--- src/rtl/eeb_pkg.sv ---
// Constants shared by the serial EEPROM bus slave front end.
// Assumes a 10 MHz system clock; all bus pins are asynchronous to it.
package eeb_pkg;
    // ==========================================
    // Clock and timing
    localparam int SYS_CLK_HZ        = 10_000_000;
    localparam int GLITCH_NS         = 50;
    localparam int GLITCH_CYC_RAW    = (GLITCH_NS * (SYS_CLK_HZ / 1_000_000)) / 1000;
    // Pulse at or below the limit is swallowed: need strictly longer, at least one cycle
    localparam int GLITCH_CYC        = (GLITCH_CYC_RAW < 1) ? 1 : GLITCH_CYC_RAW;
    localparam int POWER_UP_DELAY_US = 100;   // 0.1 ms
    localparam int POWER_UP_CYC      = POWER_UP_DELAY_US * (SYS_CLK_HZ / 1_000_000);
    localparam int WRITE_CYCLE_US    = 5000;  // 5 ms
    localparam int WRITE_CYC         = WRITE_CYCLE_US * (SYS_CLK_HZ / 1_000_000);
    // ==========================================
    // Slave address byte layout
    localparam int        TYPE_MSB  = 7;
    localparam int        TYPE_LSB  = 4;
    localparam int        SEL_MSB   = 3;
    localparam int        SEL_LSB   = 2;
    localparam int        PAGE_BIT  = 1;
    localparam int        RW_BIT    = 0;
    localparam int        BYTE_BITS = 8;
    localparam logic [3:0] BIT_LAST = 4'h7;
    localparam logic [3:0] BIT_ACK  = 4'h8;
    // Arbitrary neutral value: device-type code
    localparam logic [3:0] TYPE_CODE_DEF = 4'h5;
    // ==========================================
    // Protocol states
    typedef enum logic [5:0] {
        EEB_IDLE = 6'h01,
        EEB_RX   = 6'h02,
        EEB_ACK  = 6'h04,
        EEB_TX   = 6'h08,
        EEB_MACK = 6'h10,
        EEB_SKIP = 6'h20
    } eeb_state_e;
endpackage : eeb_pkg

--- src/rtl/eeb_pin_filter.sv ---
// Pin synchroniser plus glitch filter for one bus input.
// Assumes the pin is asynchronous to clk_sys.
`timescale 1ns/1ps
module eeb_pin_filter #(
    parameter int    HOLD_CYC = 1,
    parameter logic  IDLE_VAL = 1'b1
) (
    // Clock and reset
    input  wire logic clk_sys,
    input  wire logic reset,
    // Pin in, filtered level out
    input  wire logic pin,
    output logic      level
);
    logic       sync_a;
    logic       sync_b;
    logic [7:0] run;
    logic [7:0] next_run;
    logic       next_level;

    // ==========================================
    // Level accepted only after it outlasts the glitch limit
    always_comb begin
        next_run   = 8'h00;
        next_level = level;
        if (sync_b != level) begin
            next_run = run + 8'h01;
            if (next_run > 8'(HOLD_CYC)) begin
                next_level = sync_b;
                next_run   = 8'h00;
            end
        end
    end

    always_ff @(posedge clk_sys or posedge reset) begin
        if (reset) begin
            sync_a <= IDLE_VAL;
            sync_b <= IDLE_VAL;
            run    <= 8'h00;
            level  <= IDLE_VAL;
        end else begin
            sync_a <= pin;
            sync_b <= sync_a;
            run    <= next_run;
            level  <= next_level;
        end
    end

    a_glitch_block: assert property (@(posedge clk_sys) disable iff (reset)
        $changed(level) |-> ($past(sync_b) == level) && ($past(sync_b, 2) == level))
        else $error("level moved on a short pulse");
endmodule : eeb_pin_filter

--- src/rtl/eeb_slave.sv ---
// Two-wire bus slave front end of a serial EEPROM.
// Assumes reset comes from the supply monitor; bus pins are asynchronous.
`timescale 1ns/1ps

// How it works
// Pulses on clock or data no longer than 50 ns are filtered out.
// After reset release the device accepts commands within 0.1 ms.
// Leaving supply reset puts the device in standby awaiting START.
// Supply reset at any time returns all logic to its reset state.
// Data line is only pulled low or released, never driven high.
// Incoming data bits are sampled on the serial clock rising edge.
// Outgoing data changes only after a serial clock falling edge.
// Write-protect high refuses every write operation.
// Undriven write-protect reads low, so writes are allowed.
// Undriven select straps read as zero for address matching.
// The master makes the clock and all START and STOP conditions.
// Device answers only to its own two-bit strap value, four per bus.
// Address byte is type code, two strap bits, page bit, read flag.
// Matching address, address bytes and written data are acked low.
// STOP after write starts the write cycle; after read, standby.
// While writing internally, the slave address is not acknowledged.
// Internal write finishes within the write-cycle time, then acks again.
// The master keeps its clock within the chosen speed grade limit.
module eeb_slave import eeb_pkg::*; #(
    parameter int         WRITE_CYCLES = WRITE_CYC,
    parameter logic [3:0] TYPE_CODE    = TYPE_CODE_DEF
) (
    // Clock and supply reset
    input  wire logic clk_sys,
    input  wire logic reset,
    // Bus pins
    input  wire logic scl_in,
    input  wire logic sda_in,
    output logic      sda_out,
    output logic      sda_oe,
    // Straps and protect (pulled down outside, pin-level inputs)
    input  wire logic select_strap_low,
    input  wire logic select_strap_high,
    input  wire logic write_protect,
    // Status and data toward the array side
    input  wire logic [7:0] read_data,
    output logic            ready,
    output logic            write_busy,
    output logic            rx_valid,
    output logic [7:0]      rx_data,
    output logic            page_address_msb
);
    logic       scl;
    logic       sda;
    logic       scl_d;
    logic       sda_d;
    logic [1:0] sel_s1, sel_s2;
    logic [1:0] wp_s;
    eeb_state_e state, next_state;
    logic [3:0] bitn, next_bitn;
    logic [7:0] shreg, next_shreg;
    logic [1:0] bytes, next_bytes;
    logic       is_read, next_is_read;
    logic       wr_pend, next_wr_pend;
    logic       next_sda_oe;
    logic       next_rx_valid;
    logic [7:0] next_rx_data;
    logic       next_page_msb;
    logic [31:0] wcnt, next_wcnt;
    logic [31:0] pcnt, next_pcnt;
    logic       next_ready;
    logic       next_busy;
    logic       rise, fall, start_c, stop_c;

    // ==========================================
    // Input conditioning
    eeb_pin_filter #(.HOLD_CYC(GLITCH_CYC), .IDLE_VAL(1'b1)) u_scl (
        .clk_sys(clk_sys), .reset(reset), .pin(scl_in), .level(scl));
    eeb_pin_filter #(.HOLD_CYC(GLITCH_CYC), .IDLE_VAL(1'b1)) u_sda (
        .clk_sys(clk_sys), .reset(reset), .pin(sda_in), .level(sda));

    assign rise    = scl & ~scl_d;
    assign fall    = ~scl & scl_d;
    assign start_c = scl & scl_d & sda_d & ~sda;
    assign stop_c  = scl & scl_d & ~sda_d & sda;

    function automatic logic addr_hit(input logic [7:0] b, input logic [1:0] sel);
        addr_hit = (b[TYPE_MSB:TYPE_LSB] == TYPE_CODE) && (b[SEL_MSB:SEL_LSB] == sel);
    endfunction : addr_hit

    // ==========================================
    // Protocol engine
    always_comb begin
        next_state    = state;
        next_bitn     = bitn;
        next_shreg    = shreg;
        next_bytes    = bytes;
        next_is_read  = is_read;
        next_wr_pend  = wr_pend;
        next_sda_oe   = sda_oe;
        next_rx_valid = 1'b0;
        next_rx_data  = rx_data;
        next_page_msb = page_address_msb;
        next_wcnt     = wcnt;
        next_pcnt     = pcnt;
        next_ready    = ready;
        next_busy     = write_busy;
        if (!ready) begin
            next_pcnt = pcnt + 32'h1;
            if (next_pcnt >= 32'(POWER_UP_CYC)) begin
                next_ready = 1'b1;
            end
        end
        if (write_busy) begin
            next_wcnt = wcnt + 32'h1;
            if (next_wcnt >= 32'(WRITE_CYCLES)) begin
                next_busy = 1'b0;
                next_wcnt = 32'h0;
            end
        end
        if (!ready) begin
            next_state = EEB_IDLE;
        end else if (stop_c) begin
            next_state  = EEB_IDLE;
            next_sda_oe = 1'b0;
            if (wr_pend && !write_busy) begin
                next_busy = 1'b1;
            end
            next_wr_pend = 1'b0;
        end else if (start_c) begin
            next_state  = EEB_RX;
            next_bitn   = 4'h0;
            next_bytes  = 2'h0;
            next_sda_oe = 1'b0;
        end else begin
            case (state)
                EEB_IDLE: begin
                    next_sda_oe = 1'b0;
                end
                EEB_RX: begin
                    if (rise) begin
                        next_shreg = {shreg[6:0], sda};
                        next_bitn  = bitn + 4'h1;
                    end else if (fall && bitn == BIT_ACK) begin
                        next_bitn = 4'h0;
                        if (bytes == 2'h0) begin
                            if (addr_hit(shreg, sel_s2) && !write_busy) begin
                                next_sda_oe   = 1'b1;
                                next_is_read  = shreg[RW_BIT];
                                next_page_msb = shreg[PAGE_BIT];
                                next_state    = EEB_ACK;
                            end else begin
                                next_state = EEB_IDLE;
                            end
                        end else if (bytes == 2'h3 && wp_s[1]) begin
                            next_state   = EEB_SKIP;
                            next_wr_pend = 1'b0;
                        end else begin
                            next_sda_oe   = 1'b1;
                            next_rx_valid = 1'b1;
                            next_rx_data  = shreg;
                            if (bytes == 2'h3) begin
                                next_wr_pend = 1'b1;
                            end
                            next_state = EEB_ACK;
                        end
                        if (bytes != 2'h3) begin
                            next_bytes = bytes + 2'h1;
                        end
                    end
                end
                EEB_ACK: begin
                    if (fall) begin
                        next_sda_oe = 1'b0;
                        if (is_read) begin
                            next_shreg  = read_data;
                            next_sda_oe = ~read_data[BYTE_BITS - 1];
                            next_bitn   = 4'h1;
                            next_state  = EEB_TX;
                        end else begin
                            next_state = EEB_RX;
                        end
                    end
                end
                EEB_TX: begin
                    if (fall) begin
                        if (bitn == BIT_ACK) begin
                            next_sda_oe = 1'b0;
                            next_state  = EEB_MACK;
                        end else begin
                            next_shreg  = {shreg[6:0], 1'b0};
                            next_sda_oe = ~shreg[6];
                            next_bitn   = bitn + 4'h1;
                        end
                    end
                end
                EEB_MACK: begin
                    if (rise) begin
                        next_state = sda ? EEB_IDLE : EEB_ACK;
                    end
                end
                EEB_SKIP: begin
                    next_sda_oe = 1'b0;
                end
                default: next_state = EEB_IDLE;
            endcase
        end
    end

    always_ff @(posedge clk_sys or posedge reset) begin
        if (reset) begin
            scl_d <= 1'b1;
            sda_d <= 1'b1;
            sel_s1 <= 2'h0;
            sel_s2 <= 2'h0;
            wp_s <= 2'h0;
            state <= EEB_IDLE;
            bitn <= 4'h0;
            shreg <= 8'h00;
            bytes <= 2'h0;
            is_read <= 1'b0;
            wr_pend <= 1'b0;
            sda_oe <= 1'b0;
            rx_valid <= 1'b0;
            rx_data <= 8'h00;
            page_address_msb <= 1'b0;
            wcnt <= 32'h0;
            pcnt <= 32'h0;
            ready <= 1'b0;
            write_busy <= 1'b0;
        end else begin
            scl_d <= scl;
            sda_d <= sda;
            sel_s1 <= {select_strap_high, select_strap_low};
            sel_s2 <= sel_s1;
            wp_s <= {wp_s[0], write_protect};
            state <= next_state;
            bitn <= next_bitn;
            shreg <= next_shreg;
            bytes <= next_bytes;
            is_read <= next_is_read;
            wr_pend <= next_wr_pend;
            sda_oe <= next_sda_oe;
            rx_valid <= next_rx_valid;
            rx_data <= next_rx_data;
            page_address_msb <= next_page_msb;
            wcnt <= next_wcnt;
            pcnt <= next_pcnt;
            ready <= next_ready;
            write_busy <= next_busy;
        end
    end

    // Open drain: the driven value is always low
    always_ff @(posedge clk_sys or posedge reset) begin
        if (reset) begin
            sda_out <= 1'b0;
        end else begin
            sda_out <= 1'b0;
        end
    end

    // ==========================================
    // Checks
    a_never_high: assert property (@(posedge clk_sys) disable iff (reset)
        !(sda_oe && sda_out)) else $error("data line driven high");
    a_oe_on_fall: assert property (@(posedge clk_sys) disable iff (reset)
        $changed(sda_oe) && !$past(stop_c) && !$past(start_c) |-> $past(fall))
        else $error("data changed off falling edge");
    a_busy_no_ack: assert property (@(posedge clk_sys) disable iff (reset)
        write_busy && state == EEB_RX && bytes == 2'h0 |=> !(state == EEB_ACK))
        else $error("address acked while busy");
    a_stop_writes: assert property (@(posedge clk_sys) disable iff (reset)
        stop_c && wr_pend && !write_busy && ready |=> write_busy)
        else $error("stop did not start write");
    a_wp_refuse: assert property (@(posedge clk_sys) disable iff (reset)
        state == EEB_SKIP |-> !sda_oe && !wr_pend) else $error("protected write accepted");
    a_power_ready: assert property (@(posedge clk_sys) disable iff (reset)
        !ready |-> pcnt < 32'(POWER_UP_CYC)) else $error("power-up too slow");
    a_write_ends: assert property (@(posedge clk_sys) disable iff (reset)
        write_busy |-> wcnt < 32'(WRITE_CYCLES)) else $error("write cycle overrun");
    a_idle_unready: assert property (@(posedge clk_sys) disable iff (reset)
        !ready |=> state == EEB_IDLE) else $error("active before ready");
    a_rx_sample: assert property (@(posedge clk_sys) disable iff (reset)
        state == EEB_RX && rise && !start_c && !stop_c |=> shreg[0] == $past(sda))
        else $error("bit not captured on rise");
endmodule : eeb_slave

--- config.mk ---
export PLATFORM = sky130hd
export DESIGN_NAME = eeb_slave
export DESIGN_NICKNAME = d
export VERILOG_FILES = /design/src/rtl/eeb_pkg.sv /design/src/rtl/eeb_pin_filter.sv /design/src/rtl/eeb_slave.sv
export SDC_FILE = /design/constraint.sdc
export NUM_CORES = 1
export LEC_CHECK = 0
export ABC_AREA = 1
export BUFFER_PORTS_ARGS = -buffer_cell sky130_fd_sc_hd__buf_4
export CORE_MARGIN = 3
export CORE_UTILIZATION = 55
export CTS_CLUSTER_SIZE = 10
export DETAILED_ROUTE_END_ITERATION = 10
export PLACE_DENSITY = 0.72
export REMOVE_ABC_BUFFERS = 1
export SLEW_MARGIN = 0
export SYNTH_ARGS = -nofsm -noshare
export SYNTH_HDL_FRONTEND = slang
export SYNTH_HIERARCHICAL = 1
export SYNTH_SLANG_ARGS = --single-unit
--- constraint.sdc ---
create_clock -name clk_sys -period 4.8 [get_ports clk_sys]
set_input_delay 1.44 -clock clk_sys [delete_from_list [all_inputs] [get_ports clk_sys]]
set_output_delay 1.44 -clock clk_sys [all_outputs]
set_load 0.03 [all_outputs]
=== After elaboration in Yosys (flattened, before gate mapping) ===
Index checks and enable logic that the tools add are counted.

* Add/sub/neg operators: 6
* Magnitude comparators: 4
* Eq/ne operators: 40
* Muxes and demuxes: 74
* Bitwise gates (word level): 18
* Reduce and logical (&&, ||, !) cells: 27

{| class="wikitable"
|+ Operators with widths
! kind !! count
|-
| $mux 8 || 9
|-
| $mux 6 || 11
|-
| $add 32x1->32 const B || 2
|-
| $ne 5x5->1 const B || 8
|-
| $mux 1 || 34
|-
| $ge 32x10->1 const B || 1
|-
| $ge 32x16->1 const B || 1
|-
| $mux 32 || 1
|-
| $mux 4 || 8
|-
| $reduce_and 8->1 || 4
|-
| $pmux 6 s5 || 1
|-
| $pmux 8 s3 || 1
|-
| $ne 4x4->1 const B || 5
|-
| $add 8x1->8 const B || 2
|-
| $gt 8x1->1 const B || 2
|-
| $ne 2x2->1 const B || 7
|-
| $reduce_and 7->1 || 2
|-
| $ne 3x3->1 const B || 4
|-
| $pmux 4 s3 || 1
|-
| $not 1->1 || 11
|-
| $mux 2 || 5
|-
| $reduce_bool 2->1 || 5
|-
| $reduce_and 9->1 || 1
|-
| $and 1x1->1 || 7
|-
| 26 further kinds || 36
|}

* Flip-flop bits (word level): 129
* Input port bits: 15
* Output and inout bits: 14

=== Logic depth before layout (Yosys ltp) ===
* Depth after elaboration: 11
* Mapped depth: 14
* Mapped depth without buffers: 14

=== Modules after synthesis ===
Netlist, hierarchy kept.

{| class="wikitable"
|+ By module, submodules not included
! module !! times used !! cells each !! area each (um^2) !! sequential area each (um^2)
|-
| eeb_slave || 1 || 909 || 6459.9 || 2681.3
|-
| eeb_pin_filter || 2 || 48 || 481.7 || 279.0
|}

=== Worst setup path after synthesis ===
No wires, ideal clock.

* Kind: reg2reg
* Start point: register u_sda.level
* End point: register shreg[7]
* Setup time: 0.083 ns
* Arrival: 1.878 ns
* Data required time: 4.717 ns
* Setup slack: 2.840 ns
* Stages on the path, launching flop included: 14
* Period minus slack after synthesis: 1.960 ns
* Cells stage by stage: dfstp_2 -> inv_1 -> nand4_2 -> inv_2 -> nor2_1 -> inv_1 -> nor2_2 -> inv_1 -> a21oi_1 -> nand4_1 -> inv_1 -> buf_2 -> o211ai_1 -> o21ai_0

* Longest elaborated chain between the ends: 4

{| class="wikitable"
|+ Ends and longest elaborated chain
! element !! RTL line !! RTL
|-
| from (decl) || eeb_pin_filter.sv:13 || <nowiki>output logic level</nowiki>
|-
| from (signal assigned) || eeb_pin_filter.sv:45 || <nowiki>level <= next_level;</nowiki>
|-
| $not 1->1 || eeb_slave.sv:79 || <nowiki>assign start_c = scl & scl_d & sda_d & ~sda;</nowiki>
|-
| $and 1x1->1 || eeb_slave.sv:79 ||
|-
| $not 1->1 (no source line) || - ||
|-
| $reduce_and 9->1 (no source line) (*) || - ||
|-
| to (signal assigned) || eeb_slave.sv:234 || <nowiki>shreg <= next_shreg;</nowiki>
|-
| to (decl) || eeb_slave.sv:56 || <nowiki>logic [7:0] shreg, next_shreg;</nowiki>
|}

Every way passes the cells marked *; elsewhere a longest branch is shown, timed or not.
A chain may end at the register's enable or synchronous reset.

=== Worst setup path after layout ===
* Start point: register write_busy
* End point: output write_busy

{| class="wikitable"
|+ RTL lines
! element !! RTL line !! RTL
|-
| from (decl) || eeb_slave.sv:43 || <nowiki>output logic write_busy,</nowiki>
|-
| from (signal assigned) || eeb_slave.sv:245 || <nowiki>write_busy <= next_busy;</nowiki>
|}

No word-level cell between the ends.

==> summary.txt <==
==================================================================================
Switching power total                                                       583 µW
Final count of negative-setup-slack endpoints                                    0
Primary flip-flop cell chosen by synthesis mapping                    sky130_fd_sc_hd__dfrtp_1
Outcome                                                               finished, final reports clean
Maximum VDD drop                                                            408 µV
Via count of the first global-routing pass                                   6,112
Routed WL                                                                16,200 µm
Hold buffers post-CTS                                                            0
Root cell of the clock tree                                           sky130_fd_sc_hd__clkbuf_16
Post-route DRC violation count                                                   0
Leftover overflow at the end of global routing                                   0
Number of rows created at floorplan                                             41
Transition at the pin with the smallest max-transition slack               1060 ps
Gpl congestion                                                               0.916
Number of vias in the routed layout                                          6,484
Worst-path clk slew                                                          60 ps
Antenna violations before repair                                                 0
Worst reg-to-reg path cell count                                                 9
CP Data Required Time                                                      3360 ps
Sequential cell area fraction in the yosys report                            0.436
Core box area                                                           0.0129 mm²
Capturing element type of the critical path                            output port
Max-cap violations                                                               0
Number of cells upsized or downsized after cts                                   0
Post-detailed-placement half-perimeter wirelength                        11,600 µm
TritonCTS Buffers                                                               17
Number of filler instances in the final layout                               1,181
Die area                                                                0.0149 mm²
Launch point of the worst hold path                                   u_scl/sync_a$_DFF_PP1_
Avg WL per Cell                                                            13.1 µm
Max clock buf depth                                                              2
Most common library cell in the layout ignoring fill and taps         sky130_fd_sc_hd__nand2_1
Clock power share                                                            0.528
TritonCTS Sinks                                                                129
Distinct cells, synth                                                           43
First-pass iteration count of the detailed router                                5
Initial standard-cell utilization of the core                                0.574
Leakage power                                                              4.03 nW
Leading cell types in the layout, fill and taps excluded              sky130_fd_sc_hd__nand2_1, sky130_fd_sc_hd__nor2_1, sky130_fd_sc_hd__inv_1
Async S/R FF share, synth                                                     1.00
Critical register-to-register path startpoint                         state[5]$_DFFE_PP0P_
Clock tree skew after final layout                                         8.70 ps
Number of flops mapped to enable cells by yosys                                  0
TritonCTS clock tree                                                           yes
Number of max-slew violations in the final report                                0
H-tree level count                                                               4
Post-Synthesis Cells                                                         1,005
Part of the total power dissipated in sequential elements                    0.448
Endpoint of the lowest-slack register-to-register path                shreg[4]$_DFFE_PP0P_
Layout Area Growth over Synthesis                                            13.7%
Antenna diodes                                                                   0
CP Cell Sequence                                                             buf_4
Switching share of power                                                     0.235
First-iteration detailed-routing DRC count                                     496
Crit. path cell count                                                            1
Number of setup buffers added after CTS                                          0
Die boundary width                                                          122 µm
Relative slew slack                                                          0.294
Number of stages on the worst hold path                                          0
Flip-flop and latch count after synthesis                                      129
Yosys warns                                                                      6
Startpoint class of the critical path                                         flop
Antenna Violating Nets Remaining                                                 0
Die Y                                                                       122 µm
Hold WC Path Type                                                       reg -> reg
Via-to-Cell Ratio                                                             5.25
Worst EP arrival                                                           1540 ps
Total routing usage reported by global routing                               0.232
Layout net count                                                             1,077
Unrepaired setup endpoints after global routing                              false
Share of the clock period used by the worst path after layout                0.622
Post-route total power                                                     2.48 mW
Combined buffer and inverter count along the critical path                       1
Crit path max-delay cell type                                         sky130_fd_sc_hd__dfrtp_1
Cell class contributing the biggest share of worst-path delay           flip-flops
Later-pin clock latency in the skew report                                  420 ps
Largest net degree at the start of global routing                               88
Mean cell area of the mapped netlist                                      7.39 µm²
Total I/O pin count                                                             29
Global-route wire length before repair                                   27,600 µm
Max incr delay on CP                                                        830 ps
Setup slack, reg-to-reg                                                    2170 ps
Summed negative setup slack over all endpoints                                0 ps
Combinational group share of total power                                     0.024
Endpoint with the worst hold slack                                    u_scl/sync_b$_DFF_PP1_
Internal cell power                                                        1.90 mW
Cell area after synthesis                                              0.00742 mm²
Total of buffers placed on input and output ports                               27
Type of the setup path with the least slack                             reg -> out
Worst slack on hold paths                                                   347 ps
Pwr/cell area                                                           294 mW/mm²
Maximum achievable frequency                                             0.335 GHz
Post-layout minimum cycle time                                             2980 ps
Hold violation count in the final report                                         0
CP Max Fanout                                                                   22
Share of final-layout standard cells stronger than drive strength 1          0.109
==================================================================================
synth_stat cells, types with 4 or more instances:
| cell | instances | area (µm²) |
|---|---|---|
| sky130_fd_sc_hd__nand2_1 | 283 | 1060 |
| sky130_fd_sc_hd__nand3_1 | 66 | 330 |
| sky130_fd_sc_hd__o21ai_1 | 9 | 45.0 |
| sky130_fd_sc_hd__xnor2_1 | 4 | 35.0 |
| sky130_fd_sc_hd__o21ai_2 | 8 | 70.1 |
| sky130_fd_sc_hd__nand4_1 | 27 | 169 |
| sky130_fd_sc_hd__ha_1 | 12 | 150 |
| sky130_fd_sc_hd__nand2_2 | 5 | 31.3 |
| sky130_fd_sc_hd__inv_1 | 126 | 473 |
| sky130_fd_sc_hd__a21oi_1 | 15 | 75.1 |
| sky130_fd_sc_hd__nor2_1 | 134 | 503 |
| sky130_fd_sc_hd__inv_2 | 6 | 22.5 |
| sky130_fd_sc_hd__dfstp_2 | 9 | 236 |
| sky130_fd_sc_hd__nor2_4 | 10 | 113 |
| sky130_fd_sc_hd__dfrtp_1 | 120 | 3000 |
| sky130_fd_sc_hd__clkbuf_1 | 10 | 37.5 |
| sky130_fd_sc_hd__o211ai_1 | 7 | 52.6 |
| sky130_fd_sc_hd__nor3_1 | 21 | 105 |
| sky130_fd_sc_hd__o21ai_0 | 66 | 330 |
| sky130_fd_sc_hd__xor2_1 | 28 | 245 |
routing by layer:
metal / vias up / part of all wire / global-route usage / routed length (µm)
li1: 3287 / - / - / -
met1: 3039 / 0.49 / 0.317 / 7880
met2: 134 / 0.46 / 0.370 / 7460
met3: 24 / 0.040 / 0.0497 / 648
met4: 0 / 0.013 / 0.0770 / 205
met5: - / 0 / 0 / 0
state kept, by name, indices dropped and copies added, names as in the netlist, 2 cells and up:
register and cells:
u_sda/run 8, rx_data 8, wp_s 2, sel_s1 2
bitn 4, sel_s2 2, pcnt 32, state 6
wcnt 32, bytes 2, shreg 8, u_scl/run 8
worst max-delay path by stage:
stage,end,startpoint
floorplan,bitn[0]$_DFFE_PP0P_,reset
global placement,wcnt[16]$_DFFE_PP0P_,reset
detailed placement,wcnt[13]$_DFFE_PP0P_,reset
CTS,write_busy,write_busy$_DFF_PP0_
global route,write_busy,write_busy$_DFF_PP0_
finish,write_busy,write_busy$_DFF_PP0_
kinds of logic (layout without fill, tap and decap cells):
| family | count (synthesis) | in the layout | share of synthesized area |
|---|---|---|---|
| compound gates | 118 | 118 | 0.0912 |
| xor+xnor | 32 | 32 | 0.0378 |
| fa+ha+maj | 12 | 12 | 0.0202 |
| buf+inv | 147 | 195 | 0.0752 |
| flops | 129 | 129 | 0.436 |
| other cells | 3 | 13 | 0.00152 |
| simple gates | 564 | 564 | 0.338 |
power groups by stage:
| stage | Clock [mW] | Combinational (mW) | Sequential [mW] |
|---|---|---|---|
| 3_3_place_gp | 0 | 0.0610 | 1.13 |
| 4_1_cts | 1.33 | 0.0617 | 1.11 |
| 3_5_place_dp | 0 | 0.0613 | 1.13 |
| 5_1_grt | 1.39 | 0.0696 | 1.11 |
| 2_1_floorplan | 0 | 0.0403 | 1.13 |
| 6_report | 1.31 | 0.0597 | 1.11 |
metrics by stage:
stage          cell area (µm²)  setup slack (ps)  std cells  utilization
2_1_floorplan             7400               548       1001            -
3_3_place_gp              7850              2080       1203        0.607
3_5_place_dp              7850              2060       1203        0.607
4_1_cts                   8440              1790       1235        0.653
5_1_grt                   8440              1730       1235        0.653
6_report                  8440              1820       1235        0.653
layout make-up:
type                    instances  area [µm²]  area share
multi-input cells             739        3660       0.434
well taps                     172         215      0.0255
flip-flops and latches        129        3240       0.384
inverters                     133         502      0.0594
clock buffers                  17         425      0.0504
clock inverters                15         171      0.0203
repair buffers                 30         225      0.0267
Power figures use the tool's default switching activity.
